**config.mk**
```make
export PLATFORM = sky130hd
export DESIGN_NAME = fspl_lock_ctrl
export DESIGN_NICKNAME = d
export VERILOG_FILES = /design/src/hdl/fspl_pkg.sv /design/src/hdl/fspl_pwd_store.sv /design/src/hdl/fspl_lock_ctrl.sv
export SDC_FILE = /design/constraint.sdc
export NUM_CORES = 1
export LEC_CHECK = 0
export BUFFER_PORTS_ARGS = -buffer_cell sky130_fd_sc_hd__buf_2
export CORE_MARGIN = 2
export CORE_UTILIZATION = 30
export DETAILED_ROUTE_END_ITERATION = 12
export GPL_TIMING_DRIVEN = 0
export PLACE_DENSITY = 0.49
export SETUP_SLACK_MARGIN = 0.2
export SLEW_MARGIN = 0
export SYNTH_ARGS = -nofsm -noshare
export SYNTH_HDL_FRONTEND = slang
export SYNTH_SLANG_ARGS = --single-unit
```
**constraint.sdc**
```tcl
create_clock -name ref_clk -period 6.4 [get_ports ref_clk]
set_clock_uncertainty 0.1 [all_clocks]
set_input_delay 0.96 -clock ref_clk [delete_from_list [all_inputs] [get_ports ref_clk]]
set_output_delay 0.96 -clock ref_clk [all_outputs]
set_load 0.05 [all_outputs]
```
**src/hdl/fspl_pkg.sv**
```systemverilog
// constants, command codes and types of the sector protection lock
package fspl_pkg;
    // ------------------------------------------------------------
    // clock and timing
    // ------------------------------------------------------------
    localparam int CLK_MHZ      = 200;
    localparam int PWD_CHECK_NS = 1000;
    // least time, rounded up to whole cycles
    localparam int CHECK_CYCLES = (PWD_CHECK_NS * CLK_MHZ + 999) / 1000;
    localparam int POLL_CYCLES  = 4;

    // ------------------------------------------------------------
    // widths and field positions
    // ------------------------------------------------------------
    localparam int ADDR_W    = 24;
    localparam int DATA_W    = 16;
    localparam int SECTOR_W  = 9;
    localparam int SECTOR_LO = 15;
    localparam int PWD_WORDS = 4;
    localparam int PWD_AW    = 2;
    localparam int CNT_W     = 3;
    localparam int TIMER_W   = 8;
    localparam logic [SECTOR_W-1:0] BOOT_FIRST = 9'h101;

    // ------------------------------------------------------------
    // command codes and sequence lengths
    // ------------------------------------------------------------
    localparam logic [7:0] CMD_PROGRAM     = 8'hA0;
    localparam logic [7:0] CMD_ERASE       = 8'h80;
    localparam logic [7:0] CMD_SECTOR_ERS  = 8'h30;
    localparam logic [7:0] CMD_PWD_UNLOCK  = 8'h25;
    localparam logic [7:0] CMD_PWD_PROG    = 8'h28;
    localparam logic [7:0] CMD_PWD_VERIFY  = 8'h29;
    localparam logic [7:0] CMD_PSL_PROG    = 8'h68;
    localparam logic [7:0] CMD_PSL_ERASE   = 8'h60;
    localparam logic [7:0] CMD_FREEZE_SET  = 8'h58;
    localparam logic [7:0] CMD_PERS_MODE   = 8'h4A;
    localparam logic [7:0] CMD_PWD_MODE    = 8'h4B;
    localparam logic [CNT_W-1:0] LEN_PROGRAM = 3'h4;
    localparam logic [CNT_W-1:0] LEN_ERASE   = 3'h6;
    localparam logic [CNT_W-1:0] LEN_UNLOCK  = 3'h5;
    localparam logic [CNT_W-1:0] LEN_TWO     = 3'h2;
    localparam logic [CNT_W-1:0] LEN_ONE     = 3'h1;
    localparam logic [CNT_W-1:0] LEN_NONE    = 3'h0;

    // ------------------------------------------------------------
    // reset values
    // ------------------------------------------------------------
    localparam logic FREEZE_RST = 1'b1;

    typedef enum logic [2:0] {
        ST_INIT, ST_IDLE, ST_SEQ, ST_MULTI, ST_CHECK, ST_POLL
    } fspl_phase_t;
endpackage

```
**src/hdl/fspl_pwd_store.sv**
```systemverilog
// password store: four words, registered read data
`timescale 1ns/1ps
module fspl_pwd_store (
    // clock
    input  wire logic                        ref_clk,
    input  wire logic                        ce,
    // write port
    input  wire logic                        wrEn,
    input  wire logic [fspl_pkg::PWD_AW-1:0] wrAddr,
    input  wire logic [fspl_pkg::DATA_W-1:0] wrData,
    // read port
    input  wire logic [fspl_pkg::PWD_AW-1:0] rdAddr,
    output logic      [fspl_pkg::DATA_W-1:0] rdData
);
    import fspl_pkg::*;

    logic [DATA_W-1:0] mem [PWD_WORDS];

    always_ff @(posedge ref_clk) begin
        if (ce) begin
            if (wrEn) begin
                mem[wrAddr] <= wrData;
            end
            rdData <= mem[rdAddr];
        end
    end
endmodule

```
**src/hdl/fspl_lock_ctrl.sv**
```systemverilog
// protection lock controller: mode bits, password unlock, pin locks
`timescale 1ns/1ps
// How it works
// - persistent-mode bit programmed blocks programming of password-mode bit.
// - password mode: freeze bit locked at power-up and reset release.
// - password mode: only correct 64-bit password unlocks freeze bit.
// - unlock compares passwords; match clears freeze, mismatch changes nothing.
// - every password check takes a fixed one microsecond delay.
// - before password-mode bit set, password program and verify allowed.
// - after password-mode bit set, password program and read ignored.
// - password-mode bit never erased; mode selection is permanent.
// - password-mode bit set blocks programming of persistent-mode bit.
// - password mode: reset, power-up or set command lock freeze bit.
// - unlock command ignored while in persistent protection mode.
// - write-guard low blocks program and erase of sectors 0x101 to 0x1FF.
// - write-guard high leaves boot sectors to software protection state.
// - fast-program pin low locks every sector.
// - write-guard sampled on fourth program write, sixth erase write.
// - extra erase sectors use write-guard latched on sixth write.
// - variant without boot sectors has no write-guard locking.
// - low supply rejects writes, aborts sequences, returns to read.
// - write cycle needs chip select and write strobe low, enable high.
// - writes during power-up not accepted; state machine goes to read.
// - freeze locked refuses program and erase of persistent sector locks.
// - command to protected sector ignored; brief polling then read mode (extra erase sectors: no polling, stays in ST_MULTI).
module fspl_lock_ctrl #(
    parameter bit HAS_BOOT = 1'b1
) (
    // clock and reset
    input  wire logic                          ref_clk,
    input  wire logic                          rst,
    input  wire logic                          ce,
    // host strobes and buses
    input  wire logic                          chipSelN,
    input  wire logic                          writeEnN,
    input  wire logic                          outEnN,
    input  wire logic [fspl_pkg::ADDR_W-1:0]   hostAddr,
    input  wire logic [fspl_pkg::DATA_W-1:0]   hostData,
    // protection pins and supply monitor
    input  wire logic                          writeGuardN,
    input  wire logic                          fastProgramN,
    input  wire logic                          supplyLow,
    input  wire logic                          powerUp,
    // non-volatile mode bits, zero when programmed
    input  wire logic                          persistModeLockN,
    input  wire logic                          passwordModeLockN,
    // software lock of the addressed sector
    input  wire logic                          sectorSwLocked,
    // array operation requests
    output logic                               opGo,
    output logic                               opIsErase,
    output logic [fspl_pkg::SECTOR_W-1:0]      opSector,
    output logic                               opRejected,
    output logic                               pslGo,
    output logic                               pslIsErase,
    output logic [1:0]                         modeProgReq,
    // status
    output logic                               freezeLocked,
    output logic                               busy,
    output logic                               pwdRdValid,
    output logic [fspl_pkg::DATA_W-1:0]        pwdRdData
);
    import fspl_pkg::*;

    // ------------------------------------------------------------
    // state
    // ------------------------------------------------------------
    typedef struct packed {
        fspl_phase_t           phase;
        logic [7:0]            cmd;
        logic [CNT_W-1:0]      cnt;
        logic [TIMER_W-1:0]    timer;
        logic                  wpLatched;
        logic [PWD_WORDS*DATA_W-1:0] cand;
        logic                  mismatch;
        logic                  rdPend;
        logic                  weSeen;
        logic                  opGo;
        logic                  opIsErase;
        logic [SECTOR_W-1:0]   opSector;
        logic                  opRejected;
        logic                  pslGo;
        logic                  pslIsErase;
        logic [1:0]            modeProgReq;
        logic                  freezeLocked;
        logic                  busy;
        logic                  pwdRdValid;
        logic [DATA_W-1:0]     pwdRdData;
    } fspl_state_t;

    fspl_state_t st_r;
    fspl_state_t st_nxt;

    logic              memWrEn;
    logic [PWD_AW-1:0] memRdAddr;
    logic [DATA_W-1:0] memRdData;

    // ------------------------------------------------------------
    // helpers
    // ------------------------------------------------------------
    function automatic logic [CNT_W-1:0] seqLen(input logic [7:0] c);
        case (c)
            CMD_PROGRAM:    seqLen = LEN_PROGRAM;
            CMD_ERASE:      seqLen = LEN_ERASE;
            CMD_PWD_UNLOCK: seqLen = LEN_UNLOCK;
            CMD_PWD_PROG,
            CMD_PWD_VERIFY,
            CMD_PSL_PROG:   seqLen = LEN_TWO;
            CMD_PSL_ERASE,
            CMD_FREEZE_SET,
            CMD_PERS_MODE,
            CMD_PWD_MODE:   seqLen = LEN_ONE;
            default:        seqLen = LEN_NONE;
        endcase
    endfunction

    function automatic logic isBoot(input logic [SECTOR_W-1:0] s);
        isBoot = HAS_BOOT && (s >= BOOT_FIRST);
    endfunction

    // software lock, boot guard (unless no boot variant), fast pin
    function automatic logic sectorLocked(input logic [SECTOR_W-1:0] s,
                                          input logic sw,
                                          input logic wp);
        sectorLocked = !fastProgramN || sw || (isBoot(s) && !wp);
    endfunction

    logic [SECTOR_W-1:0] addrSector;
    logic                writeActive;
    logic                writeTaken;
    logic                passMode;

    assign addrSector = hostAddr[SECTOR_LO +: SECTOR_W];
    assign writeActive = !chipSelN && !writeEnN && outEnN;
    // command taken on the rising edge of the write strobe
    assign writeTaken  = st_r.weSeen && writeEnN;
    assign passMode    = !passwordModeLockN;

    // ------------------------------------------------------------
    // next state
    // ------------------------------------------------------------
    always_comb begin
        logic [CNT_W-1:0] n;
        logic             wpNow;
        logic             locked;
        n      = '0;
        wpNow  = 1'b0;
        locked = 1'b0;
        st_nxt = st_r;
        st_nxt.opGo        = 1'b0;
        st_nxt.opRejected  = 1'b0;
        st_nxt.pslGo       = 1'b0;
        st_nxt.modeProgReq = 2'b00;
        st_nxt.pwdRdValid  = 1'b0;
        st_nxt.rdPend      = 1'b0;
        st_nxt.weSeen      = writeActive;
        memWrEn   = 1'b0;
        memRdAddr = hostAddr[PWD_AW-1:0];
        if (st_r.rdPend) begin
            st_nxt.pwdRdValid = 1'b1;
            st_nxt.pwdRdData  = memRdData;
        end
        case (st_r.phase)
            ST_INIT: begin
                // freeze follows mode once the mode bit is readable
                st_nxt.freezeLocked = passMode;
                st_nxt.phase        = ST_IDLE;
            end
            ST_IDLE, ST_SEQ: begin
                if (writeTaken) begin
                    n = (st_r.phase == ST_IDLE) ? LEN_ONE : st_r.cnt + 3'h1;
                    if (st_r.phase == ST_IDLE) begin
                        st_nxt.cmd = hostData[7:0];
                    end
                    st_nxt.cnt   = n;
                    st_nxt.phase = ST_SEQ;
                    // password words gathered after the command word
                    if (st_r.phase == ST_SEQ) begin
                        st_nxt.cand = {st_r.cand[PWD_WORDS*DATA_W-DATA_W-1:0],
                                       hostData};
                    end
                    if (n == seqLen(st_nxt.cmd) || seqLen(st_nxt.cmd) ==
                        LEN_NONE) begin
                        st_nxt.phase = ST_IDLE;
                        // write-guard sampled on the final write
                        wpNow  = writeGuardN;
                        locked = sectorLocked(addrSector, sectorSwLocked,
                                              wpNow);
                        case (st_nxt.cmd)
                            CMD_PROGRAM, CMD_ERASE: begin
                                st_nxt.wpLatched = wpNow;
                                st_nxt.opSector  = addrSector;
                                st_nxt.opIsErase = (st_nxt.cmd == CMD_ERASE);
                                if (locked) begin
                                    st_nxt.opRejected = 1'b1;
                                    st_nxt.busy       = 1'b1;
                                    st_nxt.timer      = '0;
                                    st_nxt.phase      = ST_POLL;
                                end else begin
                                    st_nxt.opGo  = 1'b1;
                                    st_nxt.phase = (st_nxt.cmd == CMD_ERASE) ?
                                                   ST_MULTI : ST_IDLE;
                                end
                            end
                            CMD_PWD_UNLOCK: begin
                                if (passMode) begin
                                    st_nxt.phase    = ST_CHECK;
                                    st_nxt.timer    = '0;
                                    st_nxt.mismatch = 1'b0;
                                    st_nxt.busy     = 1'b1;
                                end
                            end
                            CMD_PWD_PROG: begin
                                memWrEn = !passMode;
                            end
                            CMD_PWD_VERIFY: begin
                                st_nxt.rdPend = !passMode;
                            end
                            CMD_PSL_PROG, CMD_PSL_ERASE: begin
                                st_nxt.pslGo      = !st_r.freezeLocked;
                                st_nxt.pslIsErase = (st_nxt.cmd ==
                                                     CMD_PSL_ERASE);
                                st_nxt.opRejected = st_r.freezeLocked;
                            end
                            CMD_FREEZE_SET: begin
                                st_nxt.freezeLocked = 1'b1;
                            end
                            CMD_PERS_MODE: begin
                                st_nxt.modeProgReq[0] = !passMode;
                            end
                            CMD_PWD_MODE: begin
                                st_nxt.modeProgReq[1] = persistModeLockN;
                            end
                            default: begin
                                st_nxt.phase = ST_IDLE;
                            end
                        endcase
                    end
                end
            end
            ST_MULTI: begin
                if (writeTaken) begin
                    if (hostData[7:0] == CMD_SECTOR_ERS) begin
                        // guard latched on the sixth write reused
                        if (sectorLocked(addrSector, sectorSwLocked,
                                         st_r.wpLatched)) begin
                            st_nxt.opRejected = 1'b1;
                        end else begin
                            st_nxt.opGo = 1'b1;
                        end
                        st_nxt.opSector = addrSector;
                    end else begin
                        st_nxt.phase = ST_IDLE;
                    end
                end
            end
            ST_CHECK: begin
                // writes ignored while the comparison runs
                memRdAddr = st_r.timer[PWD_AW-1:0];
                st_nxt.timer = st_r.timer + 8'h01;
                if (st_r.timer >= 8'h01 && st_r.timer <= 8'h04) begin
                    // word by word compare, first word oldest
                    if (memRdData != st_r.cand[(8'h04 - st_r.timer) *
                                               DATA_W +: DATA_W]) begin
                        st_nxt.mismatch = 1'b1;
                    end
                end
                // outcome applied only at the end of the delay
                if (st_r.timer == TIMER_W'(CHECK_CYCLES - 1)) begin
                    if (!st_r.mismatch) begin
                        st_nxt.freezeLocked = 1'b0;
                    end
                    st_nxt.busy  = 1'b0;
                    st_nxt.phase = ST_IDLE;
                end
            end
            ST_POLL: begin
                st_nxt.timer = st_r.timer + 8'h01;
                if (st_r.timer == TIMER_W'(POLL_CYCLES - 1)) begin
                    st_nxt.busy  = 1'b0;
                    st_nxt.phase = ST_IDLE;
                end
            end
            default: begin
                st_nxt.phase = ST_IDLE;
            end
        endcase
        // low supply or power-up aborts everything except a password read already pending
        if (supplyLow || powerUp) begin
            st_nxt.phase      = powerUp ? ST_INIT : ST_IDLE;
            st_nxt.weSeen     = 1'b0;
            st_nxt.busy       = 1'b0;
            st_nxt.opGo       = 1'b0;
            st_nxt.pslGo      = 1'b0;
            st_nxt.opRejected = 1'b0;
            st_nxt.modeProgReq = 2'b00;
            st_nxt.rdPend     = 1'b0;
            memWrEn           = 1'b0;
        end
    end

    // ------------------------------------------------------------
    // registers
    // ------------------------------------------------------------
    always_ff @(posedge ref_clk or posedge rst) begin
        if (rst) begin
            st_r <= '0;
            // reset locks; persistent mode unlocks in ST_INIT
            st_r.freezeLocked <= FREEZE_RST;
            st_r.phase        <= ST_INIT;
        end else if (ce) begin
            st_r <= st_nxt;
        end
    end

    fspl_pwd_store u_store (
        .ref_clk (ref_clk),
        .ce      (ce),
        .wrEn    (memWrEn),
        .wrAddr  (hostAddr[PWD_AW-1:0]),
        .wrData  (hostData),
        .rdAddr  (memRdAddr),
        .rdData  (memRdData)
    );

    assign opGo         = st_r.opGo;
    assign opIsErase    = st_r.opIsErase;
    assign opSector     = st_r.opSector;
    assign opRejected   = st_r.opRejected;
    assign pslGo        = st_r.pslGo;
    assign pslIsErase   = st_r.pslIsErase;
    assign modeProgReq  = st_r.modeProgReq;
    assign freezeLocked = st_r.freezeLocked;
    assign busy         = st_r.busy;
    assign pwdRdValid   = st_r.pwdRdValid;
    assign pwdRdData    = st_r.pwdRdData;
endmodule

```
==> impl_metrics.toml <==
[outcome]
status = "finished clean"

[grt]
grt_max_degree = 89
grt_use_total = 0.140
antenna_found_initial = 2
grt_pass1_vias = 6032
grt_pass1_wl_um = 36500
grt-ovfl-total = 0

[critical_path]
cp-start-kind = "flip-flop"
cp.required_ps = 6710
cp-end-kind = "flip-flop"
crit_type = "reg -> reg"
path_cells = "buf_1 > buf_1 > inv_1 > ha_1 > clkbuf_1 > clkbuf_1 > mux4_2 > nor4bb_1 > a31oi_1 > o32ai_1 > nand4_1 > nor4_1 > nor3_1 > a2bb2oi_1"
worst_path_max_delay_cell = "clkbuf_1"
cpPeakStageDelay_ps = 690
path_delay_family = "buffers and inverters"
cp.arrival_ps = 5840
cp.buffers_inverters = 5
worstPathMaxFanout = 10

[timing]
hold_ws_ps = 340
fin_setup_tns_ps = 0
rsz0062_at_grt = "no"
worst_pin_slew_ps = 1100
post-route-period-util = 0.864
min_period_ps = 5530
relSlewSlack = 0.248
timing.fmax_mhz = 181
slew_viol_final = 0
hold_viol_final = 0
finalSetupViolations = 0

[placed_design]
post-dp-hpwl_um = 16600
io_buffers = 74
place_area_sq_mm = 0.0107
place_congestion = 0.860

[cells_and_area]
drive_gt1_frac = 0.357
area_growth_pct = 18.3
final_nets = 867
n_fill_cell = 3022
final_cell_area_sq_mm = 0.0115
utilization = 0.362

[clock_tree]
cts_tree = "built"
insertion_delay_ps = 520
numCtsBuffers = 24
clk_pin_slew_ps = 60
postCtsHoldBufs = 0
clk_path_buf_depth = 3
postCtsSetupBuffers = 0
htree_levels = 1
cts_resized = 0
cts_sinks = 205
cts_root_buf = "clkbuf_16"

[routing]
ant_nets = 0
drtIter0Drc = 346
first_pass_iters = 5
drt_wl_total_um = 23400
vias_per_cell = 5.04
avgRoutedWirePerCell_um = 19.0
dr_total_vias = 6215
drc_errors = 0

[die]
die_y_um = 184
fp.coreArea_sq_mm = 0.0316
die_area_sq_mm = 0.0337
die_w_um = 184
core.rowCount = 65
io_pins = 88
initial_utilization = 0.306

[power_and_ir_drop]
p_comb_frac = 0.121
ir_drop_mv = 0.151
internal_power_w = 0.00238
seqPwrFrac = 0.453
powerDensity_mw_per_mm2 = 281
power_w = 0.00322
netSwitchingFraction = 0.261
p_sw_w = 0.000840
pwr-share-clk = 0.426
p_leak_nw = 4.71

[yosys]
synth_top_flop_cell = "dfrtp_1"
synthArstFlopShare = 0.610
avgSynthCellArea_sq_um = 13.7
yosysWarnings = 0
synth_edf_count = 80
synth.net_count = 762
synth.ff_latch_count = 205
syn_inst = 705
synth.cell_area_sq_mm = 0.00968
synth.distinct_cells = 70
yosysSeqAreaShare = 0.571

[hold_path]
hold_class = "in -> async"

[flow_run]
drv_cap = 0
==> final timing paths <==
kind                           start        endpoint  slack (ps)  cells past startpoint
max                        st_r[103]        st_r[37]         870                     14
min                              rst  modeProgReq[1]         340                      2
max reg2reg                st_r[103]        st_r[37]         870                     14
min reg2reg                st_r[112]       st_r[112]         390                      2
max in group asynchronous        rst    pwdRdData[9]        5080                      3
min in group ref_clk       st_r[112]       st_r[112]         390                      2
==> through the flow <==
step | setup slack, ps | std cells
CTS | 681 | 1230
detailed placement | 668 | 1186
finish | 870 | 1232
global placement | -26.0 | 1181
floorplan | 1460 | 705
global route | 400 | 1232
==> layout by cell type, fill, tap and decap left out, drive strengths merged, types with 3 or more instances in the layout <==
cell type  netlist  layout
dfrtp          124     124
buf             36     115
mux2            98      98
edfxtp          80      80
clkbuf          19      55
nand2           33      33
mux4            32      32
nor2            32      32
o21ai           26      26
nor3            22      22
inv             20      20
a31oi           15      15
nor4bb          13      13
a21oi           12      12
xnor2           11      11
nand3           11      11
o32ai           10      10
nand4            9       9
nor4             8       8
mux2i            8       8
nand2b           6       6
nor2b            6       6
clkinv           0       6
nor3b            5       5
and2             4       4
nor4b            4       4
ha               4       4
o31ai            4       4
or2              3       3
or4              3       3
o21a             3       3
nand4b           3       3
o32a             3       3
==> state kept, by name (all words and copies together) (netlist names), 2 cells and up <==
name / flops
u_store.rdData: 16
modeProgReq: 2
st_r: 90
pwdRdData: 16
opSector: 9
u_store.mem: 64
==> power by group through the flow <==
stage	Sequential (W)	Combinational (W)	Clock [W]
floorplan	0.00147	0.000278	0
global placement	0.00148	0.000389	0
detailed placement	0.00148	0.000395	0
CTS	0.00146	0.000395	0.00142
global route	0.00147	0.000425	0.00147
finish	0.00146	0.000390	0.00137
==> layout make-up <==
| type | instances | area [sq um] | area share |
|---|---|---|---|
| diodes | 2 | 5.00 | 0.000437 |
| plain buffers | 55 | 312 | 0.0272 |
| clock buffers | 36 | 696 | 0.0607 |
| clock inverters | 8 | 100 | 0.00873 |
| inverters | 20 | 80.1 | 0.00699 |
| multi-input cells | 425 | 3780 | 0.330 |
| flip-flops and latches | 205 | 5530 | 0.483 |
| well taps | 402 | 503 | 0.0439 |
| repair buffers | 79 | 450 | 0.0393 |
==> logic make-up after synthesis <==
family	synth area share
xor+xnor	0.0118
simple gates	0.103
flops	0.571
fa+ha+maj	0.00620
mux	0.197
buf+inv	0.0399
compound gates	0.0713
==> worst register-to-register path: cells and delay by family, from the launching register on <==
family                     cells  cell delay [ps]
adders and majority gates      1              300
buffers and inverters          5             2560
and+or+nand+nor                4             1110
AOI/OAI and AO/OA              3              380
DFF                            1              530
muxes                          1              450
==> synth_stat cells, drive strengths merged, types with 5 or more instances <==
master	instances	area share
nand4	9	0.0058
mux2i	8	0.0083
nand2b	6	0.0039
o21ai	26	0.013
nor3	22	0.011
dfrtp	124	0.32
buf	36	0.025
mux4	32	0.074
nor4	8	0.0052
nor2	32	0.012
mux2	98	0.11
o32ai	10	0.0090
a21oi	12	0.0066
nor2b	6	0.0039
nor4bb	13	0.013
nand2	33	0.013
nand3	11	0.0057
clkbuf	19	0.0074
nor3b	5	0.0044
edfxtp	80	0.25
xnor2	11	0.0099
inv	20	0.0078
a31oi	15	0.0097
==> per-layer routing <==
layer / wire [um] / GRT usage / vias to the layer above
met1: 11500 / 0.205 / 3159
met4: 516 / 0.0448 / 0
li1: - / - / 2906
met2: 10600 / 0.212 / 116
met5: 0 / 0 / -
met3: 889 / 0.0208 / 34
(Power assumes the default switching activity.)
